`config.mk`:
```
export PLATFORM = sky130hd
export DESIGN_NAME = ssi_status_irq
export DESIGN_NICKNAME = d
export VERILOG_FILES = /design/src/rtl/ssi_pkg.sv /design/src/rtl/ssi_reset_sync.sv /design/src/rtl/ssi_flag_bank.sv /design/src/rtl/ssi_status_irq.sv
export SDC_FILE = /design/constraint.sdc
export NUM_CORES = 1
export LEC_CHECK = 0
export CAP_MARGIN = 15
export CORE_MARGIN = 2
export CORE_UTILIZATION = 65
export CTS_CLUSTER_SIZE = 16
export DETAILED_ROUTE_END_ITERATION = 6
export DONT_BUFFER_PORTS = 1
export GPL_TIMING_DRIVEN = 0
export PLACE_DENSITY = 0.89
export SYNTH_ARGS = -nofsm -noshare
export SYNTH_HDL_FRONTEND = slang
export SYNTH_SLANG_ARGS = --single-unit
```
`constraint.sdc`:
```
create_clock -name clk_sys_i -period 3.3 [get_ports clk_sys_i]
set_input_delay 0.165 -clock clk_sys_i [delete_from_list [all_inputs] [get_ports clk_sys_i]]
set_output_delay 0.165 -clock clk_sys_i [all_outputs]
set_load 0.02 [all_outputs]
```
`src/rtl/ssi_pkg.sv`:
```
// Shared constants and carrier types for the serial status and interrupt bank.
// Assumes a 32-bit APB register port and one peripheral clock domain.
package ssi_pkg;

  // Register byte offsets on the APB port
  localparam logic [11:0] OFF_STATUS    = 12'h000;
  localparam logic [11:0] OFF_IRQ_SET   = 12'h004;
  localparam logic [11:0] OFF_IRQ_CLEAR = 12'h008;
  localparam logic [11:0] OFF_IRQ_MASK  = 12'h00C;
  localparam logic [11:0] OFF_EVT_CLEAR = 12'h010;

  // Widths
  localparam int unsigned ADDR_W = 12;
  localparam int unsigned SRC_W  = 12;
  localparam int unsigned CNT_W  = 16;

  // Status bit positions
  localparam int unsigned BIT_TX_READY    = 0;
  localparam int unsigned BIT_TX_IDLE     = 1;
  localparam int unsigned BIT_TX_DMA_DONE = 2;
  localparam int unsigned BIT_TX_BUF_EMPT = 3;
  localparam int unsigned BIT_RX_READY    = 4;
  localparam int unsigned BIT_RX_OVERRUN  = 5;
  localparam int unsigned BIT_RX_DMA_DONE = 6;
  localparam int unsigned BIT_RX_BUF_FULL = 7;
  localparam int unsigned BIT_CMP_A       = 8;
  localparam int unsigned BIT_CMP_B       = 9;
  localparam int unsigned BIT_TX_SYNC     = 10;
  localparam int unsigned BIT_RX_SYNC     = 11;
  localparam int unsigned BIT_TX_ENABLED  = 16;
  localparam int unsigned BIT_RX_ENABLED  = 17;

  // Reset values and bit groups
  localparam logic [11:0] MASK_RESET      = 12'h000;
  localparam logic [11:0] STICKY_BITS     = 12'hF64;
  localparam logic [11:0] READ_CLEAR_BITS = 12'hF20;
  localparam logic [31:0] DATA_ZERO       = 32'h0000_0000;

  // Single-cycle events from the compare and frame-sync logic
  typedef struct packed {
    logic rx_sync;
    logic tx_sync;
    logic cmp_b;
    logic cmp_a;
  } ssi_events_s;

  // Current and next counter of one DMA direction
  typedef struct packed {
    logic [15:0] cur;
    logic [15:0] nxt;
  } ssi_dma_cnt_s;

endpackage

```
`src/rtl/ssi_reset_sync.sv`:
```
// Reset release synchroniser for the status bank.
// Assumes an active-low asynchronous reset; release is aligned to clk_sys_i.
`timescale 1ns/1ps
`default_nettype none
module ssi_reset_sync (
  input  wire logic clk_sys_i,
  input  wire logic nrst_i,
  output var  logic rst_n_o
);
  logic stage1_n;

  // Assert at once, release after two edges to avoid metastable recovery
  always_ff @(posedge clk_sys_i or negedge nrst_i)
  begin
    if (!nrst_i)
    begin
      stage1_n <= 1'b0;
      rst_n_o  <= 1'b0;
    end
    else
    begin
      stage1_n <= 1'b1;
      rst_n_o  <= stage1_n;
    end
  end
endmodule
`default_nettype wire

```
`src/rtl/ssi_flag_bank.sv`:
```
// Bank of sticky flags, one per bit, where a set beats a clear.
// Assumes set and clear vectors are synchronous single-cycle pulses.
`timescale 1ns/1ps
`default_nettype none
module ssi_flag_bank #(
  parameter int unsigned W = 12
) (
  input  wire logic         clk_sys_i,
  input  wire logic         rst_n_i,
  input  wire logic [W-1:0] set_i,
  input  wire logic [W-1:0] clr_i,
  output var  logic [W-1:0] flags_o
);
  genvar g;
  // Set wins so an event landing on the clear cycle is never lost
  generate
    for (g = 0; g < W; g++)
    begin : g_flag
      always_ff @(posedge clk_sys_i or negedge rst_n_i)
      begin
        if (!rst_n_i)
          flags_o[g] <= 1'b0;
        else if (set_i[g])
          flags_o[g] <= 1'b1;
        else if (clr_i[g])
          flags_o[g] <= 1'b0;
      end
    end
  endgenerate
endmodule
`default_nettype wire

```
`src/rtl/ssi_status_irq.sv`:
```
// Status flags, interrupt mask and APB register port of the serial controller.
// Assumes shift, holding and DMA logic outside deliver synchronous pulses and levels.
//
// Function
// [RULE1] Transmit buffers empty when both counters zero
// [RULE2] Receive ready while holding register full
// [RULE3] Overrun when word overwrites unread word
// [RULE4] Receive done at zero, cleared by counter write
// [RULE5] Receive buffers full when both counters zero
// [RULE6] Compare flags latch, clear on status read
// [RULE7] Frame-sync flags latch, clear on status read
// [RULE8] Bits 16/17 show transmitter, receiver enabled
// [RULE9] Enable register writes of one set mask
// [RULE10] Disable register writes of one clear mask
// [RULE11] Mask readback returns enabled sources
// [RULE12] Transmit ready low while word awaits shifter
// [RULE13] Transmit idle after last word fully shifted
// [RULE14] Transmit done at zero, cleared by counter write
// [RULE15] Interrupt when any enabled status bit set
// [RULE16] Reset clears every mask bit
//
// Implementation choices: the address map and the APB slave port.
`timescale 1ns/1ps
`default_nettype none
module ssi_status_irq (
  input  wire logic                 clk_sys_i,
  input  wire logic                 nrst_i,
  // APB slave
  input  wire logic                 psel_i,
  input  wire logic                 penable_i,
  input  wire logic                 pwrite_i,
  input  wire logic [11:0]          paddr_i,
  input  wire logic [31:0]          pwdata_i,
  output var  logic [31:0]          prdata_o,
  output var  logic                 pready_o,
  output var  logic                 pslverr_o,
  // Transmit path
  input  wire logic                 tx_holding_write_i,
  input  wire logic                 tx_shift_load_i,
  input  wire logic                 tx_shift_done_i,
  input  wire logic                 transmitter_enabled_i,
  // Receive path
  input  wire logic                 rx_holding_load_i,
  input  wire logic                 rx_holding_read_i,
  input  wire logic                 receiver_enabled_i,
  // DMA counters and their software writes
  input  wire ssi_pkg::ssi_dma_cnt_s tx_dma_i,
  input  wire ssi_pkg::ssi_dma_cnt_s rx_dma_i,
  input  wire logic                 tx_counter_write_i,
  input  wire logic                 rx_counter_write_i,
  // Compare and frame-sync events
  input  wire ssi_pkg::ssi_events_s events_i,
  output var  logic                 irq_o
);

  logic        rst_n;
  logic        tx_holding_full;
  logic        tx_shifting;
  logic        rx_ready;
  logic        tx_cnt_was_zero;
  logic        rx_cnt_was_zero;
  logic        tx_cnt_zero;
  logic        rx_cnt_zero;
  logic [11:0] irq_mask;
  logic [11:0] sticky_set;
  logic [11:0] sticky_clr;
  logic [11:0] sticky;
  logic [31:0] status_word;
  logic [31:0] next_rdata;
  logic        next_err;
  logic        setup;
  logic        access_done;
  logic        wr_done;
  logic        rd_status_done;

  ssi_reset_sync u_rst (
    .clk_sys_i (clk_sys_i),
    .nrst_i    (nrst_i),
    .rst_n_o   (rst_n)
  );

  // Bus phase decode; one wait-free access cycle follows each setup
  assign setup          = psel_i && !penable_i;
  assign access_done    = psel_i && penable_i && pready_o;
  assign wr_done        = access_done && pwrite_i;
  assign rd_status_done = access_done && !pwrite_i && (paddr_i == ssi_pkg::OFF_STATUS);

  // Transmit holding register occupancy
  always_ff @(posedge clk_sys_i or negedge rst_n)
  begin
    if (!rst_n)
      tx_holding_full <= 1'b0;
    else if (tx_holding_write_i)
      tx_holding_full <= 1'b1; // [RULE12]
    else if (tx_shift_load_i)
      tx_holding_full <= 1'b0; // [RULE12]
  end

  // Shift register busy from load until its last bit has gone
  always_ff @(posedge clk_sys_i or negedge rst_n)
  begin
    if (!rst_n)
      tx_shifting <= 1'b0;
    else if (tx_shift_load_i)
      tx_shifting <= 1'b1; // [RULE13]
    else if (tx_shift_done_i)
      tx_shifting <= 1'b0; // [RULE13]
  end

  // Receive holding register occupancy; a new load beats a read
  always_ff @(posedge clk_sys_i or negedge rst_n)
  begin
    if (!rst_n)
      rx_ready <= 1'b0;
    else if (rx_holding_load_i)
      rx_ready <= 1'b1; // [RULE2]
    else if (rx_holding_read_i)
      rx_ready <= 1'b0; // [RULE2]
  end

  // Zero detection of the DMA counters
  assign tx_cnt_zero = (tx_dma_i.cur == 16'h0000);
  assign rx_cnt_zero = (rx_dma_i.cur == 16'h0000);

  // Previous zero state; starts at one so reset itself is not an arrival
  always_ff @(posedge clk_sys_i or negedge rst_n)
  begin
    if (!rst_n)
    begin
      tx_cnt_was_zero <= 1'b1;
      rx_cnt_was_zero <= 1'b1;
    end
    else
    begin
      tx_cnt_was_zero <= tx_cnt_zero;
      rx_cnt_was_zero <= rx_cnt_zero;
    end
  end

  // Event sources of the sticky bits
  always_comb
  begin
    sticky_set = 12'h000;
    sticky_set[ssi_pkg::BIT_TX_DMA_DONE] = tx_cnt_zero && !tx_cnt_was_zero; // [RULE14]
    sticky_set[ssi_pkg::BIT_RX_DMA_DONE] = rx_cnt_zero && !rx_cnt_was_zero; // [RULE4]
    sticky_set[ssi_pkg::BIT_RX_OVERRUN]  = rx_holding_load_i && rx_ready
                                           && !rx_holding_read_i; // [RULE3]
    sticky_set[ssi_pkg::BIT_CMP_A]       = events_i.cmp_a; // [RULE6]
    sticky_set[ssi_pkg::BIT_CMP_B]       = events_i.cmp_b; // [RULE6]
    sticky_set[ssi_pkg::BIT_TX_SYNC]     = events_i.tx_sync; // [RULE7]
    sticky_set[ssi_pkg::BIT_RX_SYNC]     = events_i.rx_sync; // [RULE7]
  end

  // Clear sources; a status read only clears bits the reader actually saw
  always_comb
  begin
    sticky_clr = 12'h000;
    if (rd_status_done)
      sticky_clr = prdata_o[11:0] & ssi_pkg::READ_CLEAR_BITS; // [RULE6] [RULE7] [RULE3]
    if (wr_done && (paddr_i == ssi_pkg::OFF_EVT_CLEAR))
      sticky_clr = sticky_clr | (pwdata_i[11:0] & ssi_pkg::STICKY_BITS);
    sticky_clr[ssi_pkg::BIT_TX_DMA_DONE] = sticky_clr[ssi_pkg::BIT_TX_DMA_DONE]
                                           || tx_counter_write_i; // [RULE14]
    sticky_clr[ssi_pkg::BIT_RX_DMA_DONE] = sticky_clr[ssi_pkg::BIT_RX_DMA_DONE]
                                           || rx_counter_write_i; // [RULE4]
  end

  ssi_flag_bank #(
    .W (ssi_pkg::SRC_W)
  ) u_flags (
    .clk_sys_i (clk_sys_i),
    .rst_n_i   (rst_n),
    .set_i     (sticky_set),
    .clr_i     (sticky_clr),
    .flags_o   (sticky)
  );

  // Assembled status word; level bits are live, event bits come from the bank
  always_comb
  begin
    status_word = ssi_pkg::DATA_ZERO;
    status_word[11:0] = sticky & ssi_pkg::STICKY_BITS;
    status_word[ssi_pkg::BIT_TX_READY]    = !tx_holding_full; // [RULE12]
    status_word[ssi_pkg::BIT_TX_IDLE]     = !tx_holding_full && !tx_shifting; // [RULE13]
    status_word[ssi_pkg::BIT_TX_BUF_EMPT] = tx_cnt_zero
                                            && (tx_dma_i.nxt == 16'h0000); // [RULE1]
    status_word[ssi_pkg::BIT_RX_READY]    = rx_ready; // [RULE2]
    status_word[ssi_pkg::BIT_RX_BUF_FULL] = rx_cnt_zero
                                            && (rx_dma_i.nxt == 16'h0000); // [RULE5]
    status_word[ssi_pkg::BIT_TX_ENABLED]  = transmitter_enabled_i; // [RULE8]
    status_word[ssi_pkg::BIT_RX_ENABLED]  = receiver_enabled_i; // [RULE8]
  end

  // Interrupt mask: set and clear registers; set wins if both hit one bit
  always_ff @(posedge clk_sys_i or negedge rst_n)
  begin
    if (!rst_n)
      irq_mask <= ssi_pkg::MASK_RESET; // [RULE16]
    else if (wr_done && (paddr_i == ssi_pkg::OFF_IRQ_SET))
      irq_mask <= irq_mask | pwdata_i[11:0]; // [RULE9]
    else if (wr_done && (paddr_i == ssi_pkg::OFF_IRQ_CLEAR))
      irq_mask <= irq_mask & ~pwdata_i[11:0]; // [RULE10]
  end

  // Read mux and error decode, evaluated in the setup cycle
  always_comb
  begin
    next_rdata = ssi_pkg::DATA_ZERO;
    next_err   = 1'b0;
    case (paddr_i)
      ssi_pkg::OFF_STATUS:
      begin
        next_rdata = status_word;
        next_err   = pwrite_i;
      end
      ssi_pkg::OFF_IRQ_MASK:
      begin
        next_rdata[11:0] = irq_mask; // [RULE11]
        next_err         = pwrite_i;
      end
      ssi_pkg::OFF_IRQ_SET, ssi_pkg::OFF_IRQ_CLEAR, ssi_pkg::OFF_EVT_CLEAR:
        next_err = !pwrite_i;
      default:
        next_err = 1'b1;
    endcase
  end

  // Registered answer; the snapshot taken at setup is what a read returns
  always_ff @(posedge clk_sys_i or negedge rst_n)
  begin
    if (!rst_n)
    begin
      prdata_o  <= ssi_pkg::DATA_ZERO;
      pready_o  <= 1'b0;
      pslverr_o <= 1'b0;
    end
    else if (setup)
    begin
      prdata_o  <= pwrite_i ? ssi_pkg::DATA_ZERO : next_rdata;
      pready_o  <= 1'b1;
      pslverr_o <= next_err;
    end
    else
    begin
      pready_o  <= 1'b0;
      pslverr_o <= 1'b0;
    end
  end

  // Interrupt line, registered so it leaves the block glitch-free
  always_ff @(posedge clk_sys_i or negedge rst_n)
  begin
    if (!rst_n)
      irq_o <= 1'b0;
    else
      irq_o <= |(status_word[11:0] & irq_mask); // [RULE15]
  end
endmodule
`default_nettype wire

```
== Yosys cells after proc, flatten, opt, wreduce, memory -nomap -nowiden ==
Cells that the tools add are included.
Storage, ports and cells
  flip-flop bits (word level): 61
  bits of input ports: 126
  output and inout port bits: 35
Cells by class
  bitwise operators: 5
  mux-type cells: 30
  equality and inequality tests: 4
  reduce and logical (&&, ||, !) cells: 44
Operators with widths (number)
  16-bit logical NOT: 4
  12-bit two-way mux: 4
  32-bit two-way mux: 1
  12-bit bitwise AND: 2
  12-bit by 4-bit equality test with 1-bit output (second input constant): 2
  12-bit OR: 2
  12-bit case mux with 2 select lines: 1
  1-bit two-way mux: 22
  2-bit nonzero test: 11
  1-bit logical AND: 16
  12-bit by 3-bit equality test with 1-bit output (second input constant): 1
  12-bit by 5-bit equality test with 1-bit output (second input constant): 1
  12-bit logical NOT: 1
  12-bit NOT: 1
  12-bit OR reduction: 1
  1-bit logical NOT: 7
  6-bit two-way mux: 1
  3-bit OR reduction: 1
  1-bit logical OR: 2
  1-bit case mux with 2 select lines: 1
  2-bit OR reduction: 1

== Depth between registers and ports, before layout ==
  depth after elaboration: 10
  mapped depth: 6
  depth with buffers taken out: 4

== Cells and area by module ==
From an unflattened synthesis, not the netlist that was laid out.
Second synthesis, totals
  cell total of the unflattened synthesis: 240
  area, all modules: 2504.9 um^2
By module, submodules not included
  ssi_status_irq: instances 1, area each 2015.7 um^2, cells an instance 201, seq. area each 853.3 um^2
  ssi_flag_bank: instances 1, area each 435.4 um^2, cells an instance 36, seq. area each 300.3 um^2
  ssi_reset_sync: instances 1, area each 53.8 um^2, cells an instance 3, seq. area each 50.0 um^2

== Worst setup path before layout ==
No wires, ideal clock.
  kind: input port to flip-flop
  start: in paddr_i[9]
  end: reg with a tool-made name
  path slack: 1.110 ns
  stages: 6
  setup time: 0.128 ns
  data required time: 3.172 ns
  buffers on the path: 2
  arrival: 2.063 ns
  cell sequence: or4_4 -> buf_6 -> or4_4 -> buf_6 -> nor4b_2 -> mux2_1
RTL lines
  start: declaration: RTL line ssi_status_irq.sv:32  | input wire logic [11:0] paddr_i,

==> reports/metrics.yaml <==
ios: 161
grt_start_max_net_pins: 42
skew_ns: 0.01637
gp_congestion: 0.8520
arrival_ns: 2.31
fp.dieArea_um2: 4143
power_density_nw_per_um2: 358.2
clk_latency_ns: 0.37
rsz0062_at_grt: "no"
setup_viol: 0
cts_buffer_depth: 2
maxCapViolCount: 0
rows: 21
wl_per_cell_um: 18.70
relSlewSlack: 0.3972
async_flop_share: 1.000
crit_fanout: 10
layout.cells.non_filler: 309
crit_required_ns: 3.56
worstSetupStartpointType: "flip-flop"
cts_buffers: 5
cts_tree: "yes"
synth.distinct_cells: 45
seq_area_frac_synth: 0.4554
area_delta_synth_final_pct: 17.27
first_global_vias: 1883
holdWs_ns: -0.01057
period_minus_slack_ns: 2.050
min-delay-start: "rx_dma_i[23]"
start_util: 0.6934
synth_edf_count: 0
wl_um: 5779
utilization: 0.8132
endpoint_kind: "flip-flop"
dp_slack_ns: 1.016
fin_ws_ns: 1.250
drc_errors: 0
core_area_um2: 3416
synth_seq_cells: 43
r2r_start: "pready_o"
die_h_um: 64.37
r2r_cells: 5
power.total_w: 0.0009950
n_antenna_cell: 0
cts-resized-gates: 0
irDropWorstVdd_mv: 0.2715
fmax_ghz: 0.4877
fin_crit_sh: 0.6213
viasPerCell: 6.252
port_buffers: 0
holdPathEnd: "rx_cnt_was_zero"
final_max_slew_viol_count: 0
grt-ovfl-total: 0
whs_path_depth: 3
outcome: "finished with violations"
htree_levels: 2
vias: 1932
path_clk_slew_ns: 0.12
timing.final.hold_violations: 1
dp_cells: 281
rrSetupSlack_ns: 1.25
tightest_slew_ns: 0.8973
leakage_nw: 1.158
hp-class: "primary input to flip-flop"
die_w_um: 64.37
grtUsageTotal: 0.2923
nets: 388
syn_area_per_cell_um2: 10.86
crit_type: "flip-flop to flip-flop"
place_hpwl_um: 4304
drive_gt1_frac: 0.1825
grt_pass1_wl_um: 9059
violations: "negative hold slack"
yosys_warnings: 0
clock-sinks: 43
mappedNetlistArea_um2: 2369
yosys_most_used_dff: "dfrtp_1"
grt_antenna_before_repair: 0
dr.pass1.iters: 4
ant_nets: 0
cts_root_buf: "clkbuf_4"
dr.first_iter.drc_count: 178
tns_ns: 0
synthCells: 218
-- repair_timing --
item | CTS | global route
hold buffers | 19 | 1
buffers inserted | 0 | 0
hold endpoints to repair | 16 | 2
-- Yosys cell counts, types with 2 or more instances --
master	count	area share
nor4_2	2	0.011
xnor2_1	2	0.0074
a31o_1	6	0.022
o32ai_1	2	0.0074
clkbuf_1	6	0.0095
nor4b_2	9	0.057
or4_4	2	0.0095
dfstp_2	2	0.022
a21oi_1	2	0.0042
mux2_1	12	0.057
a22oi_1	11	0.035
nand2_1	11	0.017
o21ai_0	2	0.0042
nand2b_1	3	0.0079
nand4_1	4	0.011
buf_4	18	0.057
inv_1	9	0.014
and3_1	2	0.0053
o21ai_1	9	0.019
buf_6	2	0.0095
nor4_1	17	0.045
nand3_1	11	0.023
nor2_1	5	0.0079
conb_1	2	0.0032
nor4b_1	2	0.0074
dfrtp_1	41	0.43
a32o_1	5	0.021
or3_1	2	0.0053
-- worst max-delay path by stage --
stage,from,endpoint,cells past startpoint
final,pready_o,flip-flop,5
after global routing,pready_o,flip-flop,5
after CTS,pready_o,flip-flop,5
after detailed placement,paddr_i[9],flip-flop,6
after global placement,paddr_i[9],flip-flop,6
after floorplan,paddr_i[9],flip-flop,6
-- through the flow --
| step | hold WS (ns) | cell area, um2 |
|---|---|---|
| 6_report | -0.01057 | 2778 |
| 5_1_grt | 0.007120 | 2778 |
| 4_1_cts | 0.003477 | 2768 |
| 3_5_place_dp | -0.1305 | 2491 |
| 3_3_place_gp | -0.1305 | 2490 |
| 2_1_floorplan | -0.1306 | 2432 |
-- critical path: stages, from the launching register on --
cell and delay, ns:
dfrtp_1 0.47, nand3_1 0.19, or4_4 0.49, buf_6 0.18, nor4b_2 0.26, mux2_1 0.35
-- routing by layer --
metal | up-vias | wire length (um) | GRT usage
li1 | 886 | - | -
met1 | 908 | 2086 | 0.3442
met2 | 128 | 2903 | 0.4961
met3 | 10 | 685 | 0.09859
met4 | 0 | 104 | 0.1064
met5 | - | 0 | 0
-- layout make-up --
cell class	count	area, um2
buffer	28	188.9
clock buffer	6	51.30
clock inverter	2	35.03
fill	218	638.1
inverter	9	33.78
multi-input combinational	155	1131
sequential	43	1080
tap	46	57.56
timing repair buffer	20	200.2
-- cells by family after synthesis --
logic type      after synthesis  synth area share
mux                          12           0.05705
buf+inv                      37           0.09402
compound gates               43            0.1352
other cells                   2          0.003171
flops                        43            0.4554
xor+xnor                      2          0.007397
simple gates                 79            0.2478
-- power by group --
group          internal (W)  switching (W)
combinational     0.0000454      0.0000536
sequential         0.000532      0.0000140
clock              0.000179       0.000171
-- cell usage in the layout, fill, tap and decap left out, drive strengths merged, types with 2 or more instances in the layout --
cell type,n
dfrtp,41
buf,22
dlygate4sd3,20
nor4,20
conb,19
mux2,12
nor4b,12
clkbuf,12
a22oi,11
nand3,11
nand2,11
o21ai,11
inv,9
a31o,6
nor2,5
a32o,5
nand4,4
nand2b,3
a21oi,2
or4,2
or3,2
xnor2,2
and3,2
o32ai,2
dfstp,2
or2,2
(Power assumes the default switching activity.)
